<file path="config.mk">
export PLATFORM = sky130hd
export DESIGN_NAME = peripheral_interrupt_enable
export DESIGN_NICKNAME = d
export VERILOG_FILES = /design/src/inc/periph_irq_pkg.sv /design/src/logic/peripheral_interrupt_enable.sv
export SDC_FILE = /design/constraint.sdc
export NUM_CORES = 1
export LEC_CHECK = 0
export BUFFER_PORTS_ARGS = -buffer_cell sky130_fd_sc_hd__buf_2
export CAP_MARGIN = 25
export CORE_ASPECT_RATIO = 1.4
export CORE_MARGIN = 2
export CORE_UTILIZATION = 44
export DETAILED_ROUTE_END_ITERATION = 6
export GPL_ROUTABILITY_DRIVEN = 0
export PLACE_DENSITY = 0.84
export RECOVER_POWER = 100
export SYNTH_ARGS = -nofsm -noshare
export SYNTH_HDL_FRONTEND = slang
export SYNTH_SLANG_ARGS = --single-unit
</file>
<file path="constraint.sdc">
create_clock -name clk_i -period 4.8 [get_ports clk_i]
set_input_delay 0.24 -clock clk_i [delete_from_list [all_inputs] [get_ports clk_i]]
set_output_delay 0.24 -clock clk_i [all_outputs]
set_load 0.05 [all_outputs]
</file>
<file path="src/inc/periph_irq_pkg.sv">
package periph_irq_pkg;

	// Register byte addresses on the bus; offsets are multiples of four.
	localparam logic [7:0] ENABLE_ADDR  = 8'h8c;
	localparam logic [7:0] FLAGS_ADDR   = 8'h90;
	localparam logic [7:0] CONTROL_ADDR = 8'h94;

	localparam logic [7:0] ENABLE_RESET  = 8'h00;
	localparam logic [7:0] FLAGS_RESET   = 8'h00;
	localparam logic [1:0] CONTROL_RESET = 2'h0;

	// Enable and flag bit positions.
	localparam int SLAVE_PORT_BIT   = 7;
	localparam int ADC_DONE_BIT     = 6;
	localparam int SERIAL_RX_BIT    = 5;
	localparam int SERIAL_TX_BIT    = 4;
	localparam int SYNC_SERIAL_BIT  = 3;
	localparam int CAPCMP_ONE_BIT   = 2;
	localparam int TIMER_TWO_BIT    = 1;
	localparam int TIMER_ONE_BIT    = 0;

	// Core control bit positions.
	localparam int GLOBAL_EN_BIT = 7;
	localparam int GROUP_EN_BIT  = 6;

	localparam int NUM_SOURCES = 8;

endpackage

</file>
<file path="src/logic/peripheral_interrupt_enable.sv">
// Decided for this implementation: register access over Wishbone.
module peripheral_interrupt_enable
	import periph_irq_pkg::*;
(
	// Clock and reset.
	input  wire logic       clk_i,
	input  wire logic       rst_i,
	// Wishbone slave.
	input  wire logic       wb_cyc_i,
	input  wire logic       wb_stb_i,
	input  wire logic       wb_we_i,
	input  wire logic [7:0] wb_adr_i,
	input  wire logic [3:0] wb_sel_i,
	input  wire logic [31:0] wb_dat_i,
	output logic [31:0]     wb_dat_o,
	output logic            wb_ack_o,
	// Peripheral events, one-cycle pulses per source.
	input  wire logic [7:0] periph_event_i,
	// Request to the core.
	output logic            periph_irq_o
);


	// Register state and next values.
	logic [7:0]  peripheral_irq_enable_r;
	logic [7:0]  peripheral_irq_enable_nxt;
	logic [7:0]  peripheral_irq_flags_r;
	logic [7:0]  peripheral_irq_flags_nxt;
	logic        peripheral_group_enable_r;
	logic        peripheral_group_enable_nxt;
	logic        global_irq_enable_r;
	logic        global_irq_enable_nxt;

	// Bus answer state and next values.
	logic        ack_r;
	logic        ack_nxt;
	logic [31:0] dat_r;
	logic [31:0] dat_nxt;

	// Bus qualifiers.
	logic        bus_req;
	logic        bus_take;
	logic        bus_done;
	logic        bus_read;
	logic        lane0_wr;
	logic [7:0]  wr_byte;

	// Address selects.
	logic        sel_enable;
	logic        sel_flags;
	logic        sel_control;
	logic        sel_none;

	// Register write strobes.
	logic        enable_wr;
	logic        flags_wr;
	logic        control_wr;

	// Enable bits by source.
	logic        slave_port_irq_en;
	logic        adc_done_irq_en;
	logic        serial_rx_irq_en;
	logic        serial_tx_irq_en;
	logic        sync_serial_irq_en;
	logic        capcmp_one_irq_en;
	logic        timer_two_match_irq_en;
	logic        timer_one_ovf_irq_en;

	// Events by source.
	logic        slave_port_event;
	logic        adc_done_event;
	logic        serial_rx_event;
	logic        serial_tx_event;
	logic        sync_serial_event;
	logic        capcmp_one_event;
	logic        timer_two_match_event;
	logic        timer_one_ovf_event;

	// Flags by source.
	logic        slave_port_flag;
	logic        adc_done_flag;
	logic        serial_rx_flag;
	logic        serial_tx_flag;
	logic        sync_serial_flag;
	logic        capcmp_one_flag;
	logic        timer_two_match_flag;
	logic        timer_one_ovf_flag;

	// Pending requests by source.
	logic        slave_port_pending;
	logic        adc_done_pending;
	logic        serial_rx_pending;
	logic        serial_tx_pending;
	logic        sync_serial_pending;
	logic        capcmp_one_pending;
	logic        timer_two_match_pending;
	logic        timer_one_ovf_pending;

	// Per-source vectors and the combined request.
	logic [7:0]  enable_vec;
	logic [7:0]  event_vec;
	logic [7:0]  flag_vec;
	logic [7:0]  flag_written;
	logic [7:0]  flag_hold;
	logic [7:0]  source_pending;
	logic        any_pending;
	logic        irq_allowed;

	// Read words.
	logic [7:0]  control_rd_byte;
	logic [31:0] enable_rd_word;
	logic [31:0] flags_rd_word;
	logic [31:0] control_rd_word;
	logic [31:0] rd_word;

	// A request is taken on the edge where it is first seen and completes on the edge
	// where the master samples ack, so a write lands only at that second edge.
	assign bus_req  = wb_cyc_i & wb_stb_i;
	assign bus_take = bus_req & ~ack_r;
	assign bus_done = bus_req & ack_r;
	assign bus_read = bus_take & ~wb_we_i;
	assign lane0_wr = bus_done & wb_we_i & wb_sel_i[0];
	assign wr_byte  = wb_dat_i[7:0];

	assign sel_enable  = (wb_adr_i == ENABLE_ADDR);
	assign sel_flags   = (wb_adr_i == FLAGS_ADDR);
	assign sel_control = (wb_adr_i == CONTROL_ADDR);
	assign sel_none    = ~(sel_enable | sel_flags | sel_control);

	assign enable_wr  = lane0_wr & sel_enable;
	assign flags_wr   = lane0_wr & sel_flags;
	assign control_wr = lane0_wr & sel_control;

	assign slave_port_irq_en      = peripheral_irq_enable_r[SLAVE_PORT_BIT];
	assign adc_done_irq_en        = peripheral_irq_enable_r[ADC_DONE_BIT];
	assign serial_rx_irq_en       = peripheral_irq_enable_r[SERIAL_RX_BIT];
	assign serial_tx_irq_en       = peripheral_irq_enable_r[SERIAL_TX_BIT];
	assign sync_serial_irq_en     = peripheral_irq_enable_r[SYNC_SERIAL_BIT];
	assign capcmp_one_irq_en      = peripheral_irq_enable_r[CAPCMP_ONE_BIT];
	assign timer_two_match_irq_en = peripheral_irq_enable_r[TIMER_TWO_BIT];
	assign timer_one_ovf_irq_en   = peripheral_irq_enable_r[TIMER_ONE_BIT];

	assign slave_port_event      = periph_event_i[SLAVE_PORT_BIT];
	assign adc_done_event        = periph_event_i[ADC_DONE_BIT];
	assign serial_rx_event       = periph_event_i[SERIAL_RX_BIT];
	assign serial_tx_event       = periph_event_i[SERIAL_TX_BIT];
	assign sync_serial_event     = periph_event_i[SYNC_SERIAL_BIT];
	assign capcmp_one_event      = periph_event_i[CAPCMP_ONE_BIT];
	assign timer_two_match_event = periph_event_i[TIMER_TWO_BIT];
	assign timer_one_ovf_event   = periph_event_i[TIMER_ONE_BIT];

	assign slave_port_flag      = peripheral_irq_flags_r[SLAVE_PORT_BIT];
	assign adc_done_flag        = peripheral_irq_flags_r[ADC_DONE_BIT];
	assign serial_rx_flag       = peripheral_irq_flags_r[SERIAL_RX_BIT];
	assign serial_tx_flag       = peripheral_irq_flags_r[SERIAL_TX_BIT];
	assign sync_serial_flag     = peripheral_irq_flags_r[SYNC_SERIAL_BIT];
	assign capcmp_one_flag      = peripheral_irq_flags_r[CAPCMP_ONE_BIT];
	assign timer_two_match_flag = peripheral_irq_flags_r[TIMER_TWO_BIT];
	assign timer_one_ovf_flag   = peripheral_irq_flags_r[TIMER_ONE_BIT];

	assign enable_vec = {
		slave_port_irq_en,
		adc_done_irq_en,
		serial_rx_irq_en,
		serial_tx_irq_en,
		sync_serial_irq_en,
		capcmp_one_irq_en,
		timer_two_match_irq_en,
		timer_one_ovf_irq_en
	};

	assign event_vec = {
		slave_port_event,
		adc_done_event,
		serial_rx_event,
		serial_tx_event,
		sync_serial_event,
		capcmp_one_event,
		timer_two_match_event,
		timer_one_ovf_event
	};

	assign flag_vec = {
		slave_port_flag,
		adc_done_flag,
		serial_rx_flag,
		serial_tx_flag,
		sync_serial_flag,
		capcmp_one_flag,
		timer_two_match_flag,
		timer_one_ovf_flag
	};

	// An event and a software clear in one cycle: the event wins, so none is lost.
	genvar g;
	generate
		for (g = 0; g < NUM_SOURCES; g++) begin : g_src
			assign flag_written[g]   = flags_wr ? wr_byte[g] : flag_vec[g];
			assign flag_hold[g]      = event_vec[g] | flag_written[g];
			assign source_pending[g] = flag_vec[g] & enable_vec[g];
		end
	endgenerate

	assign slave_port_pending      = source_pending[SLAVE_PORT_BIT];
	assign adc_done_pending        = source_pending[ADC_DONE_BIT];
	assign serial_rx_pending       = source_pending[SERIAL_RX_BIT];
	assign serial_tx_pending       = source_pending[SERIAL_TX_BIT];
	assign sync_serial_pending     = source_pending[SYNC_SERIAL_BIT];
	assign capcmp_one_pending      = source_pending[CAPCMP_ONE_BIT];
	assign timer_two_match_pending = source_pending[TIMER_TWO_BIT];
	assign timer_one_ovf_pending   = source_pending[TIMER_ONE_BIT];

	assign any_pending = slave_port_pending
		| adc_done_pending
		| serial_rx_pending
		| serial_tx_pending
		| sync_serial_pending
		| capcmp_one_pending
		| timer_two_match_pending
		| timer_one_ovf_pending;
	assign irq_allowed = peripheral_group_enable_r & global_irq_enable_r;

	assign peripheral_irq_enable_nxt = enable_wr ? wr_byte
		: peripheral_irq_enable_r;
	assign peripheral_irq_flags_nxt = flag_hold;
	assign peripheral_group_enable_nxt = control_wr ? wb_dat_i[GROUP_EN_BIT]
		: peripheral_group_enable_r;
	assign global_irq_enable_nxt = control_wr ? wb_dat_i[GLOBAL_EN_BIT]
		: global_irq_enable_r;

	// Unused control bits read as zero.
	assign control_rd_byte = {global_irq_enable_r, peripheral_group_enable_r, 6'h00};
	assign enable_rd_word  = {24'h00_0000, peripheral_irq_enable_r};
	assign flags_rd_word   = {24'h00_0000, peripheral_irq_flags_r};
	assign control_rd_word = {24'h00_0000, control_rd_byte};
	assign rd_word = sel_none ? 32'h0000_0000 :
		sel_enable ? enable_rd_word :
		sel_flags ? flags_rd_word :
		control_rd_word;

	// Ack is a one-cycle pulse; a request held past it is taken again and answered every second cycle.
	assign ack_nxt = bus_take;
	assign dat_nxt = bus_read ? rd_word : 32'h0000_0000;

	always_ff @(posedge clk_i) begin
		if (rst_i) begin
			peripheral_irq_enable_r <= ENABLE_RESET;
		end else begin
			peripheral_irq_enable_r <= peripheral_irq_enable_nxt;
		end
	end

	always_ff @(posedge clk_i) begin
		if (rst_i) begin
			peripheral_irq_flags_r <= FLAGS_RESET;
		end else begin
			peripheral_irq_flags_r <= peripheral_irq_flags_nxt;
		end
	end

	always_ff @(posedge clk_i) begin
		if (rst_i) begin
			peripheral_group_enable_r <= CONTROL_RESET[1];
			global_irq_enable_r       <= CONTROL_RESET[0];
		end else begin
			peripheral_group_enable_r <= peripheral_group_enable_nxt;
			global_irq_enable_r       <= global_irq_enable_nxt;
		end
	end

	always_ff @(posedge clk_i) begin
		if (rst_i) begin
			ack_r <= 1'b0;
		end else begin
			ack_r <= ack_nxt;
		end
	end

	always_ff @(posedge clk_i) begin
		if (rst_i) begin
			dat_r <= 32'h0000_0000;
		end else begin
			dat_r <= dat_nxt;
		end
	end

	assign wb_ack_o = ack_r;
	assign wb_dat_o = dat_r;
	// The request is a level from registers, so it drops as soon as the last pending flag is cleared.
	assign periph_irq_o = any_pending & irq_allowed;

endmodule

</file>
# [Yosys cells after proc, flatten, opt, wreduce, memory -nomap -nowiden]
# Index checks and enable logic that the tools add are counted.
[word_totals] output_inout_bits=34 inputBits=57 ff_bits=51 elab_cells=62
[classes] reduce_logical=2 n_bitwise=40 n_eq_ne=3 mux=10
[op_table] cell="equality test 8 bit (second input constant)" n=3
[op_table] cell="AND 1 bit" n=19
[op_table] cell="bitwise OR 1 bit" n=17
[op_table] cell="two-way mux 8 bit" n=2
[op_table] cell="two-way mux 1 bit" n=8
[op_table] cell="NOT 1 bit" n=4
[op_table] cell="OR reduction 4 bit" n=1
[op_table] cell="OR reduction 3 bit" n=1

# [Depth between registers and ports, before layout]
[depth] ltp_word=9 ltp_mapped=5

# [Worst setup path after synthesis]
# OpenSTA, ideal clock, no wires.
[synth_timing] path_kind="flip-flop to flip-flop" start="reg ack_r (netlist: wb_ack_o)" end="reg peripheral_irq_enable_r[0] (netlist: enable_vec[0])" stages_incl_launch_ff=6 setup_time_ns=0.128 required_time_ns=4.672 slack_ns=2.780 arrival_time_ns=1.892 synth_period_minus_slack_ns=2.020 path_cell_list="dfxtp_1 > and4_1 > clkbuf_1 > nand4_1 > mux2i_1 > nor2_1"
[synth_between] elab_chain_len=4
[synth_lines] element="from (decl)" line_no="peripheral_interrupt_enable.sv:35" rtl="logic ack_r;"
[synth_lines] element="from (signal assigned)" line_no="peripheral_interrupt_enable.sv:275" rtl="ack_r <= ack_nxt;"
[synth_lines] element="AND 1 bit" line_no="peripheral_interrupt_enable.sv:120" rtl="assign bus_done = bus_req & ack_r;"
[synth_lines] element="AND 1 bit (2 in series)" line_no="peripheral_interrupt_enable.sv:122" rtl="assign lane0_wr = bus_done & wb_we_i & wb_sel_i[0];"
[synth_lines] element="AND 1 bit" line_no="peripheral_interrupt_enable.sv:130" rtl="assign enable_wr = lane0_wr & sel_enable;"
[synth_lines] element="to (signal assigned)" line_no="peripheral_interrupt_enable.sv:249" rtl="peripheral_irq_enable_r <= peripheral_irq_enable_nxt;"
[synth_lines] element="to (decl)" line_no="peripheral_interrupt_enable.sv:25" rtl="logic [7:0] peripheral_irq_enable_r;"
# Every way passes these cells.
# A chain may end at the register's enable or synchronous reset.

# [Worst setup path in the final report]
[layout_timing] start="in wb_adr_i[1]" end="reg dat_r[7] (netlist: wb_dat_o[7])"
[layout_between] elab_chain_len=5
[layout_lines] element="from (decl)" line_no="peripheral_interrupt_enable.sv:12" rtl="input wire logic [7:0] wb_adr_i,"
[layout_lines] element="equality test 8 bit (on tied branches)" line_no="peripheral_interrupt_enable.sv:125, peripheral_interrupt_enable.sv:126"
[layout_lines] element="bitwise OR 1 bit (2 in series)" line_no="peripheral_interrupt_enable.sv:128" rtl="assign sel_none = ~(sel_enable | sel_flags | sel_control);"
[layout_lines] element="NOT 1 bit (no line)"
[layout_lines] element="OR reduction 3 bit (no line)"
[layout_lines] element="to (signal assigned)" line_no="peripheral_interrupt_enable.sv:283" rtl="dat_r <= dat_nxt;"
[layout_lines] element="to (decl)" line_no="peripheral_interrupt_enable.sv:37" rtl="logic [31:0] dat_r;"
# Parallel ways exist; a longest one is shown, timed or not.

==> results.cfg <==
[run_status]
status = finished, violations left
violations = max-capacitance violations, max-slew violations

[critical_path]
crit_fanout = 16
cp-start-kind = input pin
r2r-end = enable_vec[3]
crit_type = in2reg
crit_required_ps = 4960
cpMaxStageDelayCell = nor4_1
reg2reg_slack_ps = 2820
cp_cell_sequence = buf_2 -> or4b_1 -> nor4_1 -> nand2_1 -> a311oi_1
rr_startpoint = wb_ack_o
r2r_cells = 4
crit_buf_inv = 1
critPathTopFamily = simple AND/OR/NAND/NOR gates
cpPeakStageDelay_ps = 1910
setup.worst_path.end_class = flip-flop
arrival_ps = 3410

[floorplan]
die_y_um = 69.5
core-area_mm2 = 0.00291
ios = 91
start_util_pct = 46.4
num_rows = 23
die-area_mm2 = 0.00353
die_w_um = 50.8

[logic_synthesis]
syn_inst = 147
synth_fa_ha_area_share_pct = 0
synth_xor_area_share_pct = 0
synth_seq_area_share_pct = 40.0
ys_types = 27
ys_warn_count = 0
synth_compound_area_share_pct = 19.2
synth_mux_area_share_pct = 7.41
synth-simple-area-share_pct = 17.1
ys_seq_elements = 27
synth_top_family_by_area = compound AO/OA/AOI/OAI gates
avgSynthCellArea_um2 = 9.18
netlist_area_mm2 = 0.00135

[sta]
period_needed_ps = 3250
worst_slew_pin_slew_ps = 2530
setup_viol = 0
clock_skew_ps = 5.61
tns_ps = 0
clock.fmax_mhz = 308
report.final.slew_viol_count = 17
fin_crit_sh_pct = 67.7
slew_headroom_pct = -70.2
grt_setup_unrepaired = false
hold_violations = 0

[final_layout]
areaGrowthSynthToFinish_pct = 9.64
layout-drive-gt1-share_pct = 18.7
nFillCells = 311
final_nets = 240
diodes = 0
regArea_um2 = 541
multi_input_area_um2 = 662

[cts]
cts_sinks = 27
cts_setup_buffers = 0
clock_latency_ps = 270
clock-root-buffer = clkbuf_8
clkTransAtPathRegs_ps = 90
tritoncts = yes
cts_resized = 0
cts_inserted_buffers = 3
htreeDepth = 1
clockBufferDepth = 2
cts_hold_buf = 0

[global_routing]
gr-total-overflow = 0
track_usage_pct = 16.9
antenna_found_initial = 0
grt_pass1_vias = 1118
grt_max_degree = 20
grt_pass1_wl_um = 4670

[power_and_ir_drop]
power_density_mw_per_mm2 = 292
power_leakage_nw = 0.623
p_total_w = 0.000432
peakVddDrop_uv = 150

[detailed_routing]
drtIter0Drc = 43
avgRoutedWirePerCell_um = 13.4
via_per_inst = 5.38
totalWireLength_um = 2940
drc = 0
drtAntennaViolNets = 0
vias = 1178
dr.pass1.iters = 4

[worst_hold_path]
min_to = wb_ack_o
min_from = wb_stb_i
hp-class = in2reg
whs_path_depth = 3

[place]
dpl.hpwl_um = 2110
io_buffer_count = 39

[run]
maxCapViolCount = 1
==> Yosys cell counts <==
cell type,instances,share of area [%]
dfxtp_1,27,40
buf_4,24,13
nor2_1,18,5.0
a22oi_1,10,5.6
mux2i_1,10,7.4
a41oi_1,9,5.8
a21oi_1,8,3.0
nand2_1,8,2.2
o21ai_0,8,3.0
clkbuf_1,5,1.4
a311oi_1,2,1.3
and4bb_2,2,1.9
nand3b_1,2,1.1
a211oi_1,1,0.56
and2_0,1,0.46
and4_1,1,0.65
and4b_1,1,0.74
buf_2,1,0.37
buf_6,1,0.83
conb_1,1,0.28
nand2b_1,1,0.46
nand4_1,1,0.46
nor3_1,1,0.37
nor4_4,1,1.6
nor4b_1,1,0.65
or4_1,1,0.56
or4b_4,1,1.0
==> worst register-to-register path, delay by kind of cell (launching register included) <==
kind,cells,cell delay (ps)
and+or+nand+nor,3,1180
muxes,1,340
DFF,1,350
==> sequential cells by signal, summed over array words and instances (netlist names) <==
| signal | count |
|---|---|
| enable_vec | 8 |
| peripheral_group_enable_r | 1 |
| wb_ack_o | 1 |
| wb_dat_o | 8 |
| flag_vec | 8 |
| global_irq_enable_r | 1 |
==> cells by family after synthesis <==
| logic type | Yosys count |
|---|---|
| and+or+nand+nor | 40 |
| AOI/OAI and AO/OA | 38 |
| buffers and inverters | 31 |
| DFF | 27 |
| muxes | 10 |
| other | 1 |
==> per-stage QoR <==
stage	hold slack (ps)	instances	worst slack, ps	cell area (µm²)	util, %
2_1_floorplan	370	170	2780	1440	-
3_3_place_gp	430	215	2670	1460	50.3
3_5_place_dp	442	215	2650	1460	50.3
4_1_cts	210	219	2810	1510	52.0
5_1_grt	214	219	1460	1480	50.9
6_report	210	219	1550	1480	50.9
==> cell type report <==
| class | count | share of cell area (%) |
|---|---|---|
| clock inverter | 1 | 0.507 |
| tap | 37 | 3.13 |
| timing repair buffer | 39 | 12.3 |
| sequential | 27 | 36.5 |
| clock buffer | 3 | 2.79 |
| multi-input combinational | 112 | 44.7 |
==> metal layers <==
metal / track usage (%) / routed length, µm / vias up
met3: 3.02 / 238 / 6
met1: 18.7 / 1110 / 548
met5: 0 / 0 / -
met2: 30.0 / 1520 / 64
li1: - / - / 560
met4: 8.41 / 73 / 0
==> layout by cell type, fill, tap and decap left out, types with 2 or more instances in the layout <==
| cell | count |
|---|---|
| mux2i_1 | 10 |
| dfxtp_1 | 27 |
| a21oi_1 | 8 |
| buf_2 | 29 |
| a22oi_1 | 10 |
| nor2_1 | 18 |
| a41oi_1 | 9 |
| conb_1 | 24 |
| clkbuf_8 | 3 |
| a311oi_1 | 2 |
| clkbuf_1 | 10 |
| nand3b_1 | 2 |
| o21ai_0 | 8 |
| nand2_1 | 8 |
==> worst max-delay path by stage <==
stage,slack (ps),end,cells past startpoint,startpoint
4_1_cts,2810,enable_vec[3],4,wb_ack_o
3_3_place_gp,2670,wb_dat_o[7],5,wb_adr_i[1]
2_1_floorplan,2780,enable_vec[0],5,wb_ack_o
5_1_grt,1460,wb_dat_o[7],5,wb_adr_i[1]
6_report,1550,wb_dat_o[7],5,wb_adr_i[1]
3_5_place_dp,2650,wb_dat_o[7],5,wb_adr_i[1]
==> report_power, final <==
group	internal, W	leakage (nW)	switching, W
logic	0.0000147	0.381	0.0000569
clock network	0.0000588	0.0217	0.0000692
registers	0.000229	0.220	0.00000380
No activity file was read; power rests on OpenSTA's default activity.
